File: src/design/switch_seq_pkg.sv
// Constants and types shared by the enable sequencer design.
package switch_seq_pkg;
  localparam int CLK_FREQ_HZ = 250000000;
  localparam int DEBOUNCE_TIME_MS = 5;
  localparam int DEBOUNCE_CYCLES = CLK_FREQ_HZ / 1000 * DEBOUNCE_TIME_MS;
  localparam int COUNT_W = 21;
  localparam int CHANNELS = 4;
  localparam logic [CHANNELS-1:0] ALL_ON = 4'hF;
  localparam logic [CHANNELS-1:0] ALL_OFF = 4'h0;
  typedef enum logic [1:0] {
    ST_OFF,
    ST_RELEASE,
    ST_ON,
    ST_OPEN
  } seq_state_t;
endpackage

File: src/design/debounce_counter.sv
// Counter that qualifies a continuous low request level.
`timescale 1ns/1ns
module debounce_counter
  import switch_seq_pkg::*;
#(
  parameter logic [COUNT_W-1:0] LIMIT = COUNT_W'(DEBOUNCE_CYCLES)
) (
  input wire logic clk_in,
  input wire logic rst_n_in,
  input wire logic low_in,
  output logic done_out
);
  logic [COUNT_W-1:0] count;
  wire at_limit = (count == LIMIT);
  wire [COUNT_W-1:0] next_count =
    !low_in ? '0 : (at_limit ? count : count + COUNT_W'(1));

  // A high level clears the count so the next low starts afresh.
  always_ff @(posedge clk_in or negedge rst_n_in) begin
    if (!rst_n_in) begin
      count <= '0;
    end else begin
      count <= next_count;
    end
  end

  assign done_out = at_limit && low_in;

  clear_on_high_a: assert property (@(posedge clk_in) disable iff (!rst_n_in)
    !low_in |=> count == '0)
    else $error("debounce count not cleared on high level");
endmodule

File: src/design/switch_enable_sequencer.sv
// Top level of the debounced load and signal switch enable sequencer.
`timescale 1ns/1ns
// Summary of operation
// - A qualified low request turns the load switch and paths on, high off.
// - The request must stay low for 5 ms of debounce count before enabling.
// - A high before the count ends clears it; the next low counts afresh.
// - While disabled all four card-side channel pull-downs are on.
// - On enabling the pull-downs release a cycle before the paths close.
// - While disabled the load switch output pull-down is on as well.
module switch_enable_sequencer
  import switch_seq_pkg::*;
#(
  parameter logic [COUNT_W-1:0] DEBOUNCE_LIMIT = COUNT_W'(DEBOUNCE_CYCLES)
) (
  input wire logic clk_in,
  input wire logic rst_n_in,
  input wire logic switch_on_req_n_in,
  output logic load_switch_on_out,
  output logic load_discharge_on_out,
  output logic [CHANNELS-1:0] path_gate_on_out,
  output logic [CHANNELS-1:0] card_discharge_on_out
);
  logic req_meta;
  logic req_sync;
  logic debounced;
  seq_state_t state;
  seq_state_t next_state;
  logic gates;
  logic pulls;

  // Two-stage synchroniser for the asynchronous request pin.
  always_ff @(posedge clk_in or negedge rst_n_in) begin
    if (!rst_n_in) begin
      req_meta <= 1'b1;
      req_sync <= 1'b1;
    end else begin
      req_meta <= switch_on_req_n_in;
      req_sync <= req_meta;
    end
  end

  wire req_low = !req_sync;

  // The second stage must always take what the first held a cycle ago.
  sync_chain_a: assert property (@(posedge clk_in) disable iff (!rst_n_in)
    req_sync == $past(req_meta))
    else $error("synchroniser stages out of step");

  debounce_counter #(
    .LIMIT(DEBOUNCE_LIMIT)
  ) u_debounce (
    .clk_in(clk_in),
    .rst_n_in(rst_n_in),
    .low_in(req_low),
    .done_out(debounced)
  );

  // A finished count can only stand while the synchronised request is low.
  count_needs_low_a: assert property (@(posedge clk_in)
    disable iff (!rst_n_in) debounced |-> $past(req_low))
    else $error("debounce done without low request");

  always_comb begin
    next_state = state;
    case (state)
      ST_OFF: begin
        if (debounced) begin
          next_state = ST_RELEASE;
        end
      end
      ST_RELEASE: begin
        next_state = req_low ? ST_ON : ST_OPEN;
      end
      ST_ON: begin
        if (!req_low) begin
          next_state = ST_OPEN;
        end
      end
      ST_OPEN: begin
        next_state = ST_OFF;
      end
      default: begin
        next_state = ST_OFF;
      end
    endcase
  end

  always_ff @(posedge clk_in or negedge rst_n_in) begin
    if (!rst_n_in) begin
      state <= ST_OFF;
    end else begin
      state <= next_state;
    end
  end

  // The state advances off, release, then on or open, and back to off.
  stay_off_a: assert property (@(posedge clk_in) disable iff (!rst_n_in)
    state == ST_OFF && !debounced |=> state == ST_OFF)
    else $error("left off state without debounce");

  release_seen_a: assert property (@(posedge clk_in) disable iff (!rst_n_in)
    state == ST_RELEASE |-> $past(debounced))
    else $error("release entered without count");

  release_brief_a: assert property (@(posedge clk_in) disable iff (!rst_n_in)
    state == ST_RELEASE |=> state != ST_RELEASE)
    else $error("release state held too long");

  open_brief_a: assert property (@(posedge clk_in) disable iff (!rst_n_in)
    state == ST_OPEN |=> state == ST_OFF)
    else $error("open state did not return to off");

  enter_off_a: assert property (@(posedge clk_in) disable iff (!rst_n_in)
    state == ST_OFF |-> $past(state) == ST_OFF || $past(state) == ST_OPEN)
    else $error("off entered without opening first");

  leave_on_a: assert property (@(posedge clk_in) disable iff (!rst_n_in)
    state == ST_ON && !req_low |=> state == ST_OPEN)
    else $error("on state not left on high request");

  stay_on_a: assert property (@(posedge clk_in) disable iff (!rst_n_in)
    state == ST_ON && req_low |=> state == ST_ON)
    else $error("on state dropped while request low");

  // Gates close only in the on state; pulls are on only when idle.
  wire next_gates = (next_state == ST_ON);
  wire next_pulls = (next_state == ST_OFF);

  always_ff @(posedge clk_in or negedge rst_n_in) begin
    if (!rst_n_in) begin
      gates <= 1'b0;
      pulls <= 1'b1;
    end else begin
      gates <= next_gates;
      pulls <= next_pulls;
    end
  end

  assign load_switch_on_out = gates;
  assign load_discharge_on_out = pulls;

  wire [CHANNELS-1:0] chan_gate_bits;
  wire [CHANNELS-1:0] chan_pull_bits;

  // Each channel keeps its own gate and pull-down flops, all fed by the
  // same decision, so the four channels always move on the same edge.
  genvar ch;
  generate
    for (ch = 0; ch < CHANNELS; ch = ch + 1) begin : chan_slice
      logic chan_gate;
      logic chan_pull;
      always_ff @(posedge clk_in or negedge rst_n_in) begin
        if (!rst_n_in) begin
          chan_gate <= 1'b0;
          chan_pull <= 1'b1;
        end else begin
          chan_gate <= next_gates;
          chan_pull <= next_pulls;
        end
      end
      assign chan_gate_bits[ch] = chan_gate;
      assign chan_pull_bits[ch] = chan_pull;

      chan_break_a: assert property (@(posedge clk_in)
        disable iff (!rst_n_in) !(chan_gate && chan_pull))
        else $error("channel pull-down and path on together");

      chan_step_a: assert property (@(posedge clk_in)
        disable iff (!rst_n_in)
        chan_gate == gates && chan_pull == pulls)
        else $error("channel out of step with load switch");
    end
  endgenerate

  assign path_gate_on_out = chan_gate_bits;
  assign card_discharge_on_out = chan_pull_bits;

  // The load switch and its pull-down keep the same order as the paths.
  never_both_on_a: assert property (@(posedge clk_in) disable iff (!rst_n_in)
    !(gates && pulls))
    else $error("pull-down and path on together");

  release_first_a: assert property (@(posedge clk_in) disable iff (!rst_n_in)
    $rose(gates) |-> !$past(pulls) && !$past(gates))
    else $error("path closed before pull-down released");

  off_pulls_on_a: assert property (@(posedge clk_in) disable iff (!rst_n_in)
    state == ST_OFF |-> card_discharge_on_out == ALL_ON
      && load_discharge_on_out)
    else $error("pull-downs not on while disabled");

  quick_off_a: assert property (@(posedge clk_in) disable iff (!rst_n_in)
    gates && !req_low |=> !gates ##1 pulls)
    else $error("switches not opened promptly");

  pulls_return_a: assert property (@(posedge clk_in) disable iff (!rst_n_in)
    $fell(gates) |-> !pulls ##1 pulls)
    else $error("pull-downs not re-engaged after opening");

  enable_after_count_a: assert property (@(posedge clk_in)
    disable iff (!rst_n_in)
    (state == ST_OFF && debounced) ##1 req_low |=> gates)
    else $error("enable did not follow debounce");

  no_early_on_a: assert property (@(posedge clk_in) disable iff (!rst_n_in)
    $rose(gates) |-> $past(req_low, 2) && $past(req_low))
    else $error("enabled without low request");

  hold_off_high_a: assert property (@(posedge clk_in) disable iff (!rst_n_in)
    gates |-> $past(req_low))
    else $error("switches closed after high request");

  on_outputs_a: assert property (@(posedge clk_in) disable iff (!rst_n_in)
    state == ST_ON |-> load_switch_on_out && !load_discharge_on_out
      && path_gate_on_out == ALL_ON
      && card_discharge_on_out == ALL_OFF)
    else $error("outputs wrong while enabled");

  path_load_match_a: assert property (@(posedge clk_in)
    disable iff (!rst_n_in)
    path_gate_on_out == (load_switch_on_out ? ALL_ON : ALL_OFF))
    else $error("paths and load switch disagree");

  pull_load_match_a: assert property (@(posedge clk_in)
    disable iff (!rst_n_in)
    card_discharge_on_out == (load_discharge_on_out ? ALL_ON : ALL_OFF))
    else $error("card and load pull-downs disagree");

  load_break_a: assert property (@(posedge clk_in) disable iff (!rst_n_in)
    !(load_switch_on_out && load_discharge_on_out))
    else $error("load switch and its pull-down on together");
endmodule

File: config.mk
export PLATFORM = sky130hd
export DESIGN_NAME = switch_enable_sequencer
export DESIGN_NICKNAME = d
export VERILOG_FILES = /design/src/design/switch_seq_pkg.sv /design/src/design/debounce_counter.sv /design/src/design/switch_enable_sequencer.sv
export SDC_FILE = /design/constraint.sdc
export NUM_CORES = 1
export LEC_CHECK = 0
export BUFFER_PORTS_ARGS = -buffer_cell sky130_fd_sc_hd__buf_4
export CAP_MARGIN = 20
export CORE_MARGIN = 5
export CORE_UTILIZATION = 50
export DETAILED_ROUTE_END_ITERATION = 12
export PLACE_DENSITY = 0.73
export SYNTH_ARGS = -nofsm -noshare
export SYNTH_HDL_FRONTEND = slang
export SYNTH_SLANG_ARGS = --single-unit
File: constraint.sdc
create_clock -name clk_in -period 2.35 [get_ports clk_in]
set_input_delay 0.1175 -clock clk_in [delete_from_list [all_inputs] [get_ports clk_in]]
set_output_delay 0.1175 -clock clk_in [all_outputs]
set_load 0.005 [all_outputs]
==> Word level (Yosys, flattened, before mapping) <==
Index checks and enable logic that the tools add are counted.
{ "classes": {"n_addsub": 1, "eq_ne": 6, "n_mux": 6, "reduce_logical": 4} }
{ "ops": {"columns": ["cell", "count"], "rows": [
  ["21-bit two-way mux", 2],
  ["21-bit by 1-bit adder with 21-bit output, second input constant", 1],
  ["21-bit equality test, second input constant", 1],
  ["2-bit case mux with 4 select lines", 1],
  ["2-bit equality test, second input constant", 3],
  ["2-bit zero test", 2],
  ["2-bit two-way mux", 2],
  ["2-bit by 1-bit equality test with 1-bit output, second input constant", 1],
  ["2-bit inequality test, second input constant", 1],
  ["1-bit logical AND", 1],
  ["1-bit zero test", 1],
  ["1-bit two-way mux", 1]
]} }
{ "totals": {"register_bits": 27, "output_inout_bits": 10, "elab_cells": 23} }

==> Logic depth before layout (Yosys ltp) <==
Gate-level depths: netlist (run 1).
{ "depth": {"depth_word": 5, "mapped_depth": 6} }

==> Modules after synthesis <==
A second synthesis (run 1) with hierarchy kept.
{ "unflattened": {"cells_unflattened": 154, "hier_area_um2": 1457.6} }
{ "modules_own_cells": {"columns": ["mod", "n_inst", "cells_each", "area_per_inst_um2", "seq_area_each_um2"], "rows": [
  ["debounce_counter", 1, 132, 1188.6, 525.5],
  ["switch_enable_sequencer", 1, 22, 269.0, 153.9]
]} }

==> Least setup slack after synthesis (run 1) <==
OpenSTA, ideal clock, no wires.
{ "synth_timing": {"path_kind": "register to register", "startpoint": "register req_sync", "endpoint": "register u_debounce.count[0]", "setup_time_ns": 0.125, "arrival_time_ns": 1.587, "required_time_ns": 2.225, "slack_ns": 0.639, "stages_incl_launch_ff": 6, "period_less_slack_ns": 1.711, "path_cell_list": "dfstp_2 > clkdlybuf4s15_2 > nor3b_1 > nand4_1 > nor4_4 > mux2_2"} }
{ "synth_via": {"elab_chain_cells": 1, "word_cells_on_any_way": 2, "classes_between": "eq/ne: 1; mux: 1"} }
{ "synth_lines": {"columns": ["element", "line", "source"], "rows": [
  ["start, declared", "switch_enable_sequencer.sv:24", "logic req_sync;"],
  ["start signal, assigned", "switch_enable_sequencer.sv:38", "req_sync <= req_meta;"],
  ["2-bit inequality test (no source line) or 21-bit two-way mux (tied branches)", null, null],
  ["end signal, assigned", "debounce_counter.sv:23", "count <= next_count;"],
  ["end, declared", "debounce_counter.sv:13", "logic [COUNT_W-1:0] count;"]
]} }
Several ways; a longest one is shown, not always the timed one.
A chain may end at the register's enable or synchronous reset.

==> Worst setup path in the final report (run 1) <==
{ "layout_timing": {"startpoint": "register u_debounce.count[5]", "endpoint": "register u_debounce.count[17]"} }
{ "layout_via": {"elab_chain_cells": 3, "word_cells_on_any_way": 5, "classes_between": "add/sub: 1; eq/ne: 2; mux: 2"} }
{ "layout_lines": {"columns": ["element", "line", "source"], "rows": [
  ["21-bit by 1-bit adder with 21-bit output", "debounce_counter.sv:16", "!low_in ? '0 : (at_limit ? count : count + COUNT_W'(1));"],
  ["21-bit two-way mux (2 in series)", "debounce_counter.sv:16", null]
]} }
Several ways; a longest one is shown, not always the timed one. The select of a mux whose other input is x is not followed.

==> summary.txt, run 1 <==
Setup path
  – CP Class: reg -> reg
  – Worst Path Arrival: 2140 ps
  – Cells along the critical path: and4_1 -> nand4_4 -> or4b_1 -> a21oi_1
  – Bufs and invs on worst path: 0
  – CP Max Fanout: 10
  – R2R Path End: u_debounce.count[17]
  – Worst Setup End Kind: flip-flop
  – Crit Reg-Reg Startpoint: u_debounce.count[5]
  – Required @ worst endpoint: 2610 ps
  – Family with the most delay on the worst path: simple AND/OR/NAND/NOR gates
  – Reg2reg setup slack: 470 ps
  – R2R depth: 4
  – Crit path from: u_debounce.count[5]
  – CP startpoint kind: flip-flop
  – CP max stage delay: 530 ps
  – Levels on crit path: 4
  – Worst path slowest cell: or4b_1
  – CP Capture Point: u_debounce.count[17]

Placement
  – I/O Buffers: 12
  – Post-DP HPWL: 1800 um
  – Dpl cells: 168
  – Final GP Congestion: 0.767

Power
  – Peak VDD IR: 0.316 mV
  – Switching portion of total power: 0.228
  – Sequential Power Share: 0.679
  – Net Sw Power: 0.000162 W
  – Clk pwr share: 0.282
  – Pwr dens: 471 nW/um^2
  – Int Pwr: 0.000551 W
  – Logic gate share of total power: 0.039
  – Leak pwr: 0.646 nW

Layout
  – Number of inserted diodes: 0
  – Most common cell after layout, fill and taps aside: dfrtp_1
  – Area Growth Syn to Fin: 4.68%
  – Non-Filler Instances: 174
  – Commonest non-fill, non-tap cells in the layout: 24 x dfrtp_1, 14 x nor2_1, 13 x buf_4
  – Final Net Count: 149
  – Layout cells sized above 1: 0.175
  – Final core utilization: 0.549

Clock tree
  – H-tree Lvls: 1
  – Clk root buf: clkbuf_4
  – Maximum clock insertion buffer count: 2
  – Clock Latency Late Sink: 320 ps
  – CTS Buf Count: 3
  – Post-CTS sizing: 0
  – Hold-fix buffers, CTS: 2
  – Post-CTS Setup Inserts: 0
  – CTS tree: built
  – Worst-path clk slew: 140 ps
  – Clk sinks: 27

Yosys
  – Post-synth top area cell: dfrtp_1
  – Synth Cell Area: 1450 sq um
  – Synth top area share: 0.416
  – Synthesized instance count: 138
  – Post-Syn Nets: 143
  – Synth top area cells: dfrtp_1 42%, xor2_1 6.7%, dfstp_2 5.5%, nand4_1 4.8%, buf_4 4.2%
  – Number of synthesized flops with an enable pin: 0
  – Sequential share of the synthesized area: 0.470
  – Commonest register cell after synthesis: dfrtp_1
  – Post-synthesis register bit count: 27
  – Synth warn: 0
  – Unique masters post-synth: 39
  – Avg Cell Area, Syn: 10.5 sq um
  – Asr flop ratio synth: 1.00

Routing
  – Initial drt markers: 31
  – Drt first pass iters: 4
  – Remaining routing DRC violations: 0
  – DR vias: 1012
  – Final ANT Viol Nets: 0
  – Vias per cell: 5.82
  – Total Wirelength: 2550 um
  – DR WL/cell: 14.7 um

Timing
  – Slew HR: 0.697
  – Clock Skews: 5.93 ps
  – Final Hold Viols: 0
  – Crit share post-route: 0.801
  – Hold WS: 219 ps
  – RSZ-0062 raised after global routing: false
  – Max Slew Vio Count: 0
  – Setup TNS: 0 ps
  – F_max: 531 MHz
  – Clock period minus worst slack: 1880 ps
  – Final setup viols: 0
  – Worst-Margin Slew: 454 ps

GRT
  – Initial antenna violation count: 0
  – Grt ovf: 0
  – Vias in the first global route: 1042
  – Total GRT Usage: 0.147
  – Met3 GRT Util: 0.0210
  – Met1 Usage GRT: 0.183
  – Most Crowded Layer GR: met2
  – First-pass GRT wire length: 4840 um
  – Largest net degree at the start of global routing: 28
  – Met2 Use GR: 0.255

Floorplanning
  – Starting Density: 0.524
  – Die Footprint: 4070 sq um
  – Die X: 63.8 um
  – Core Rows: 19
  – Ports: 13
  – Die height: 63.8 um
  – Core area: 2760 sq um

Run
  – Max-Cap Viols: 0

Hold path
  – Hold Crit Class: in -> async

Run status
  – Status: complete, no violations
[per-layer routing]
| layer | vias up | wire length (um) |
|---|---|---|
| met5 | - | 0 |
| met4 | 0 | 48 |
| met3 | 5 | 43 |
| met2 | 8 | 1330 |
| met1 | 507 | 1130 |
| li1 | 492 | - |
[worst register-to-register path, cell delays in order (launching register included)]
cell and delay (ps):
dfrtp_1 510, and4_1 420, nand4_4 200, or4b_1 530, a21oi_1 160
[worst min-delay path by stage]
stage	start	slack, ps	cells after the start	end
4_1_cts	rst_n_in	230	2	u_debounce.count[15]
2_1_floorplan	rst_n_in	-180	0	chan_slice[2].chan_gate
3_3_place_gp	rst_n_in	50	1	u_debounce.count[20]
5_1_grt	rst_n_in	260	2	u_debounce.count[16]
6_report	rst_n_in	220	2	u_debounce.count[16]
3_5_place_dp	rst_n_in	50	1	u_debounce.count[16]
[registers in the layout (all words and copies together), names as in the netlist]
| name | flops |
|---|---|
| chan_slice.chan_gate | 1 |
| chan_slice.chan_pull | 1 |
| req_meta | 1 |
| req_sync | 1 |
| state | 2 |
| u_debounce.count | 21 |
[final cells by class]
cell class | instances | area, sq um
clock buffer | 4 | 26.3
timing repair buffer | 15 | 118
fill | 239 | 1240
inverter | 3 | 11.3
tap | 31 | 38.8
sequential | 27 | 679
multi-input combinational | 94 | 639
[per-stage QoR]
stage / setup slack (ps) / power (W) / area (sq um)
CTS: 459 / 0.000723 / 1510
global route: 306 / 0.000753 / 1510
finish: 467 / 0.000713 / 1510
global placement: 508 / 0.000517 / 1470
floorplan: 639 / 0.000505 / 1450
detailed placement: 491 / 0.000519 / 1470
[synth_stat cells (2+ instances only)]
cell / n
and2_1: 2
nand3_1: 6
buf_4: 8
buf_6: 2
xnor2_1: 2
o21ai_0: 4
dfrtp_1: 24
ha_1: 2
dfstp_2: 3
a21oi_1: 6
nand2b_1: 2
or4_1: 3
xor2_1: 11
nand2_1: 6
inv_1: 3
nor2b_1: 3
and4_1: 3
nand4_1: 11
clkbuf_1: 2
nor2_1: 14
o31ai_1: 3
[cells by family after synthesis]
logic type | synth area share
XOR/XNOR | 0.0788
multiplexers | 0.0147
AND/OR/NAND/NOR | 0.270
adder cells (fa/ha/maj) | 0.0173
flip-flops | 0.470
AO/OA/AOI/OAI | 0.0615
buffers and inverters | 0.0874
[power by group through the flow]
stage | Combinational (W) | Clock [W] | Sequential [W]
finish | 0.0000277 | 0.000201 | 0.000484
global route | 0.0000336 | 0.000233 | 0.000487
CTS | 0.0000288 | 0.000209 | 0.000484
detailed placement | 0.0000260 | 0 | 0.000493
global placement | 0.0000244 | 0 | 0.000492
floorplan | 0.0000194 | 0 | 0.000485
Power figures use the tool's default switching activity.
==> run 2, diff against run 1 <==
ABC_AREA = 1   (was default)
PLACE_DENSITY = 0.72   (was 0.73)
clock period = 1.8 ns   (was 2.35 ns; I/O delays follow)
==> summary.txt, run 2 <==
Yosys
  – Asr flop ratio synth: 1.00 (unchanged)
  – Sequential share of the synthesized area: 0.419 (was 0.470)
  – Unique masters post-synth: 26 (was 39)
  – Post-Synth Simple-Gate Area: 0.392 (was 0.270)
  – Most frequent cell after synthesis: nand2_1 (was dfrtp_1)
  – Most instantiated cells after synthesis: 69 x nand2_1, 44 x nor2_1, 24 x dfrtp_1 (was 24 x dfrtp_1, 14 x nor2_1, 11 x nand4_1, 11 x xor2_1, 8 x buf_4)
  – Synth top area cells: dfrtp_1 37%, nand2_1 16%, nor2_1 10%, inv_1 5.3%, dfstp_2 4.9% (was dfrtp_1 42%, xor2_1 6.7%, dfstp_2 5.5%, nand4_1 4.8%, buf_4 4.2%)
  – Synth Cell Area: 1620 sq um (was 1450 sq um)
  – Avg Cell Area, Syn: 7.17 sq um (was 10.5 sq um)
  – Post-synth top area cell: dfrtp_1 (unchanged)
  – Mux cell area share after synthesis: 0 (was 0.0147)
  – Post-synthesis register bit count: 27 (unchanged)
  – Synth Area in Adders: 0.0154 (was 0.0173)
  – Synth warn: 0 (unchanged)
  – Commonest register cell after synthesis: dfrtp_1 (unchanged)
  – Largest family of logic cells by synthesized area: simple AND/OR/NAND/NOR gates (unchanged)
  – Post-Syn Nets: 231 (was 143)
  – Synthesized instance count: 226 (was 138)
  – Compound-cell area share of the yosys netlist: 0.0371 (was 0.0615)
  – Synth Area in XOR/XNOR: 0.0270 (was 0.0788)
  – Synth top area share: 0.371 (was 0.416)
  – Number of synthesized flops with an enable pin: 0 (unchanged)

Setup path
  – R2R depth: 6 (was 4)
  – Worst path slowest cell: dfrtp_1 (was or4b_1)
  – Worst Path Arrival: 1760 ps (was 2140 ps)
  – Worst Setup End Kind: flip-flop (unchanged)
  – CP Max Fanout: 5 (was 10)
  – CP startpoint kind: flip-flop (unchanged)
  – R2R Path End: u_debounce.count[14] (was u_debounce.count[17])
  – Crit Reg-Reg Startpoint: u_debounce.count[1] (was u_debounce.count[5])
  – Cells along the critical path: ha_1 -> nand2_1 -> nor2_4 -> nand3b_1 -> o21ai_1 -> a21oi_1 (was and4_1 -> nand4_4 -> or4b_1 -> a21oi_1)
  – Family with the most delay on the worst path: flip-flops (was simple AND/OR/NAND/NOR gates)
  – Reg2reg setup slack: 280 ps (was 470 ps)
  – CP max stage delay: 450 ps (was 530 ps)
  – Required @ worst endpoint: 2040 ps (was 2610 ps)
  – Bufs and invs on worst path: 0 (unchanged)
  – CP Class: reg -> reg (unchanged)

Floorplanning
  – Ports: 13 (unchanged)
  – Core Rows: 20 (was 19)
  – Die Footprint: 4480 sq um (was 4070 sq um)
  – Die height: 66.9 um (was 63.8 um)
  – Starting Density: 0.526 (was 0.524)
  – Die X: 66.9 um (was 63.8 um)
  – Core area: 3080 sq um (was 2760 sq um)

Power
  – Net Sw Power: 0.000234 W (was 0.000162 W)
  – Power Total: 0.000957 W (was 0.000713 W)
  – Switching portion of total power: 0.245 (was 0.228)
  – Leak pwr: 0.745 nW (was 0.646 nW)
  – Pwr dens: 545 nW/um^2 (was 471 nW/um^2)
  – Logic gate share of total power: 0.056 (was 0.039)
  – Int Pwr: 0.000722 W (was 0.000551 W)
  – Peak VDD IR: 0.350 mV (was 0.316 mV)
  – Clk pwr share: 0.287 (was 0.282)
  – Sequential Power Share: 0.657 (was 0.679)

Timing
  – Max Slew Vio Count: 0 (unchanged)
  – Slew HR: 0.779 (was 0.697)
  – Setup TNS: 0 ps (unchanged)
  – Final setup viols: 0 (unchanged)
  – Clock Skews: 6.30 ps (was 5.93 ps)
  – Worst-Margin Slew: 331 ps (was 454 ps)
  – Clock period minus worst slack: 1520 ps (was 1880 ps)
  – Final Hold Viols: 0 (unchanged)
  – F_max: 660 MHz (was 531 MHz)
  – Hold WS: 170 ps (was 219 ps)
  – RSZ-0062 raised after global routing: false (unchanged)
  – Crit share post-route: 0.842 (was 0.801)

Routing
  – Remaining routing DRC violations: 0 (unchanged)
  – Vias per cell: 4.83 (was 5.82)
  – DR vias: 1352 (was 1012)
  – DR WL/cell: 11.2 um (was 14.7 um)
  – Final ANT Viol Nets: 0 (unchanged)
  – Drt first pass iters: 5 (was 4)
  – Total Wirelength: 3140 um (was 2550 um)
  – Initial drt markers: 41 (was 31)

Layout
  – Fillers: 294 (was 239)
  – Non-Filler Instances: 280 (was 174)
  – Number of inserted diodes: 0 (unchanged)
  – Max reg flops: 21 (unchanged)
  – Final instance area: 1750 sq um (was 1510 sq um)
  – Layout cells sized above 1: 0.157 (was 0.175)
  – Area Growth Syn to Fin: 8.26% (was 4.68%)
  – Biggest regs: u_debounce.count: 21 flops, state: 2 flops (unchanged)
  – Commonest non-fill, non-tap cells in the layout: 69 x nand2_1, 44 x nor2_1, 24 x dfrtp_1 (was 24 x dfrtp_1, 14 x nor2_1, 13 x buf_4)
  – Final Net Count: 242 (was 149)
  – Register with the most flip-flops: u_debounce.count (unchanged)
  – Most common cell after layout, fill and taps aside: nand2_1 (was dfrtp_1)

Clock tree
  – Clk sinks: 27 (unchanged)
  – CTS tree: built (unchanged)
  – Worst-path clk slew: 150 ps (was 140 ps)
  – H-tree Lvls: 1 (unchanged)
  – Maximum clock insertion buffer count: 2 (unchanged)
  – CTS Buf Count: 3 (unchanged)
  – Clk root buf: clkbuf_4 (unchanged)
  – Post-CTS Setup Inserts: 0 (unchanged)
  – Clock Latency Late Sink: 340 ps (was 320 ps)

Run status
  – Status: complete, no violations (unchanged)

GRT
  – First-pass GRT wire length: 5690 um (was 4840 um)
  – Vias in the first global route: 1278 (was 1042)
  – Total GRT Usage: 0.170 (was 0.147)
  – Largest net degree at the start of global routing: 28 (unchanged)
  – Initial antenna violation count: 0 (unchanged)
  – Grt ovf: 0 (unchanged)

Placement
  – Dpl cells: 274 (was 168)
  – Post-DP Area: 1700 sq um (was 1470 sq um)
  – Final GP Congestion: 0.829 (was 0.767)
  – Post-DP HPWL: 2450 um (was 1800 um)
  – I/O Buffers: 12 (unchanged)

Hold path
  – Hold Crit Class: in -> async (unchanged)

Run
  – Max-Cap Viols: 0 (unchanged)
## run 2: power by group through the flow
stage	Combinational (W)	Sequential [W]	Clock [W]
floorplan	0.0000351	0.000633	0
global placement	0.0000503	0.000640	0
detailed placement	0.0000514	0.000640	0
CTS	0.0000551	0.000629	0.000290
global route	0.0000626	0.000632	0.000327
finish	0.0000533	0.000629	0.000274
## run 2: per-stage QoR
stage / utilization / setup slack, ps
5_1_grt: 0.570 / 103
3_5_place_dp: 0.554 / 293
2_1_floorplan: - / 455
4_1_cts: 0.570 / 268
3_3_place_gp: 0.554 / 366
6_report: 0.570 / 284
## run 2: repair_timing
item                                   in CTS  in global routing
hold buffers                                2                  0
setup endpoints to repair                   0                  0
resized for setup                           0                  0
endpoints found under the hold margin      28                  0
## run 2: kinds of logic (layout without fill, tap and decap cells)
group                      after synthesis  after routing
and+or+nand+nor                        144            144
AOI/OAI and AO/OA                       12             12
buffers and inverters                   36             46
DFF                                     27             27
xor gates and xnor gates                 5              5
adders and majority gates                2              2
## run 2: worst max path at each step
stage                                   start              endpoint  slack, ps  cells after the start
final                     u_debounce.count[1]  u_debounce.count[14]        280                      6
after global routing      u_debounce.count[1]  u_debounce.count[14]        100                      6
after CTS                 u_debounce.count[1]  u_debounce.count[14]        270                      6
after detailed placement  u_debounce.count[1]  u_debounce.count[14]        290                      6
after global placement    u_debounce.count[1]  u_debounce.count[14]        370                      6
after floorplan           u_debounce.count[1]  u_debounce.count[14]        460                      6
## run 2: metal layers
layer  part of all wire  track usage  wire (um)  up-vias
met5                  0            0          0        -
met4              0.021       0.0759         65        0
met3              0.061       0.0253        192        5
met2               0.44        0.269       1380       34
met1               0.48        0.229       1500      613
li1                   -            -          -      700
## run 2: area by class of cell
cell class	count	area [sq um]	area share
Timing Repair Buffer	17	133	0.0756
Multi-Input combinational cell	163	763	0.435
Tap cell	44	55.1	0.0314
Clock inverter	1	7.51	0.00428
Clock buffer	3	22.5	0.0128
Sequential cell	27	679	0.387
Inverter	25	93.8	0.0535
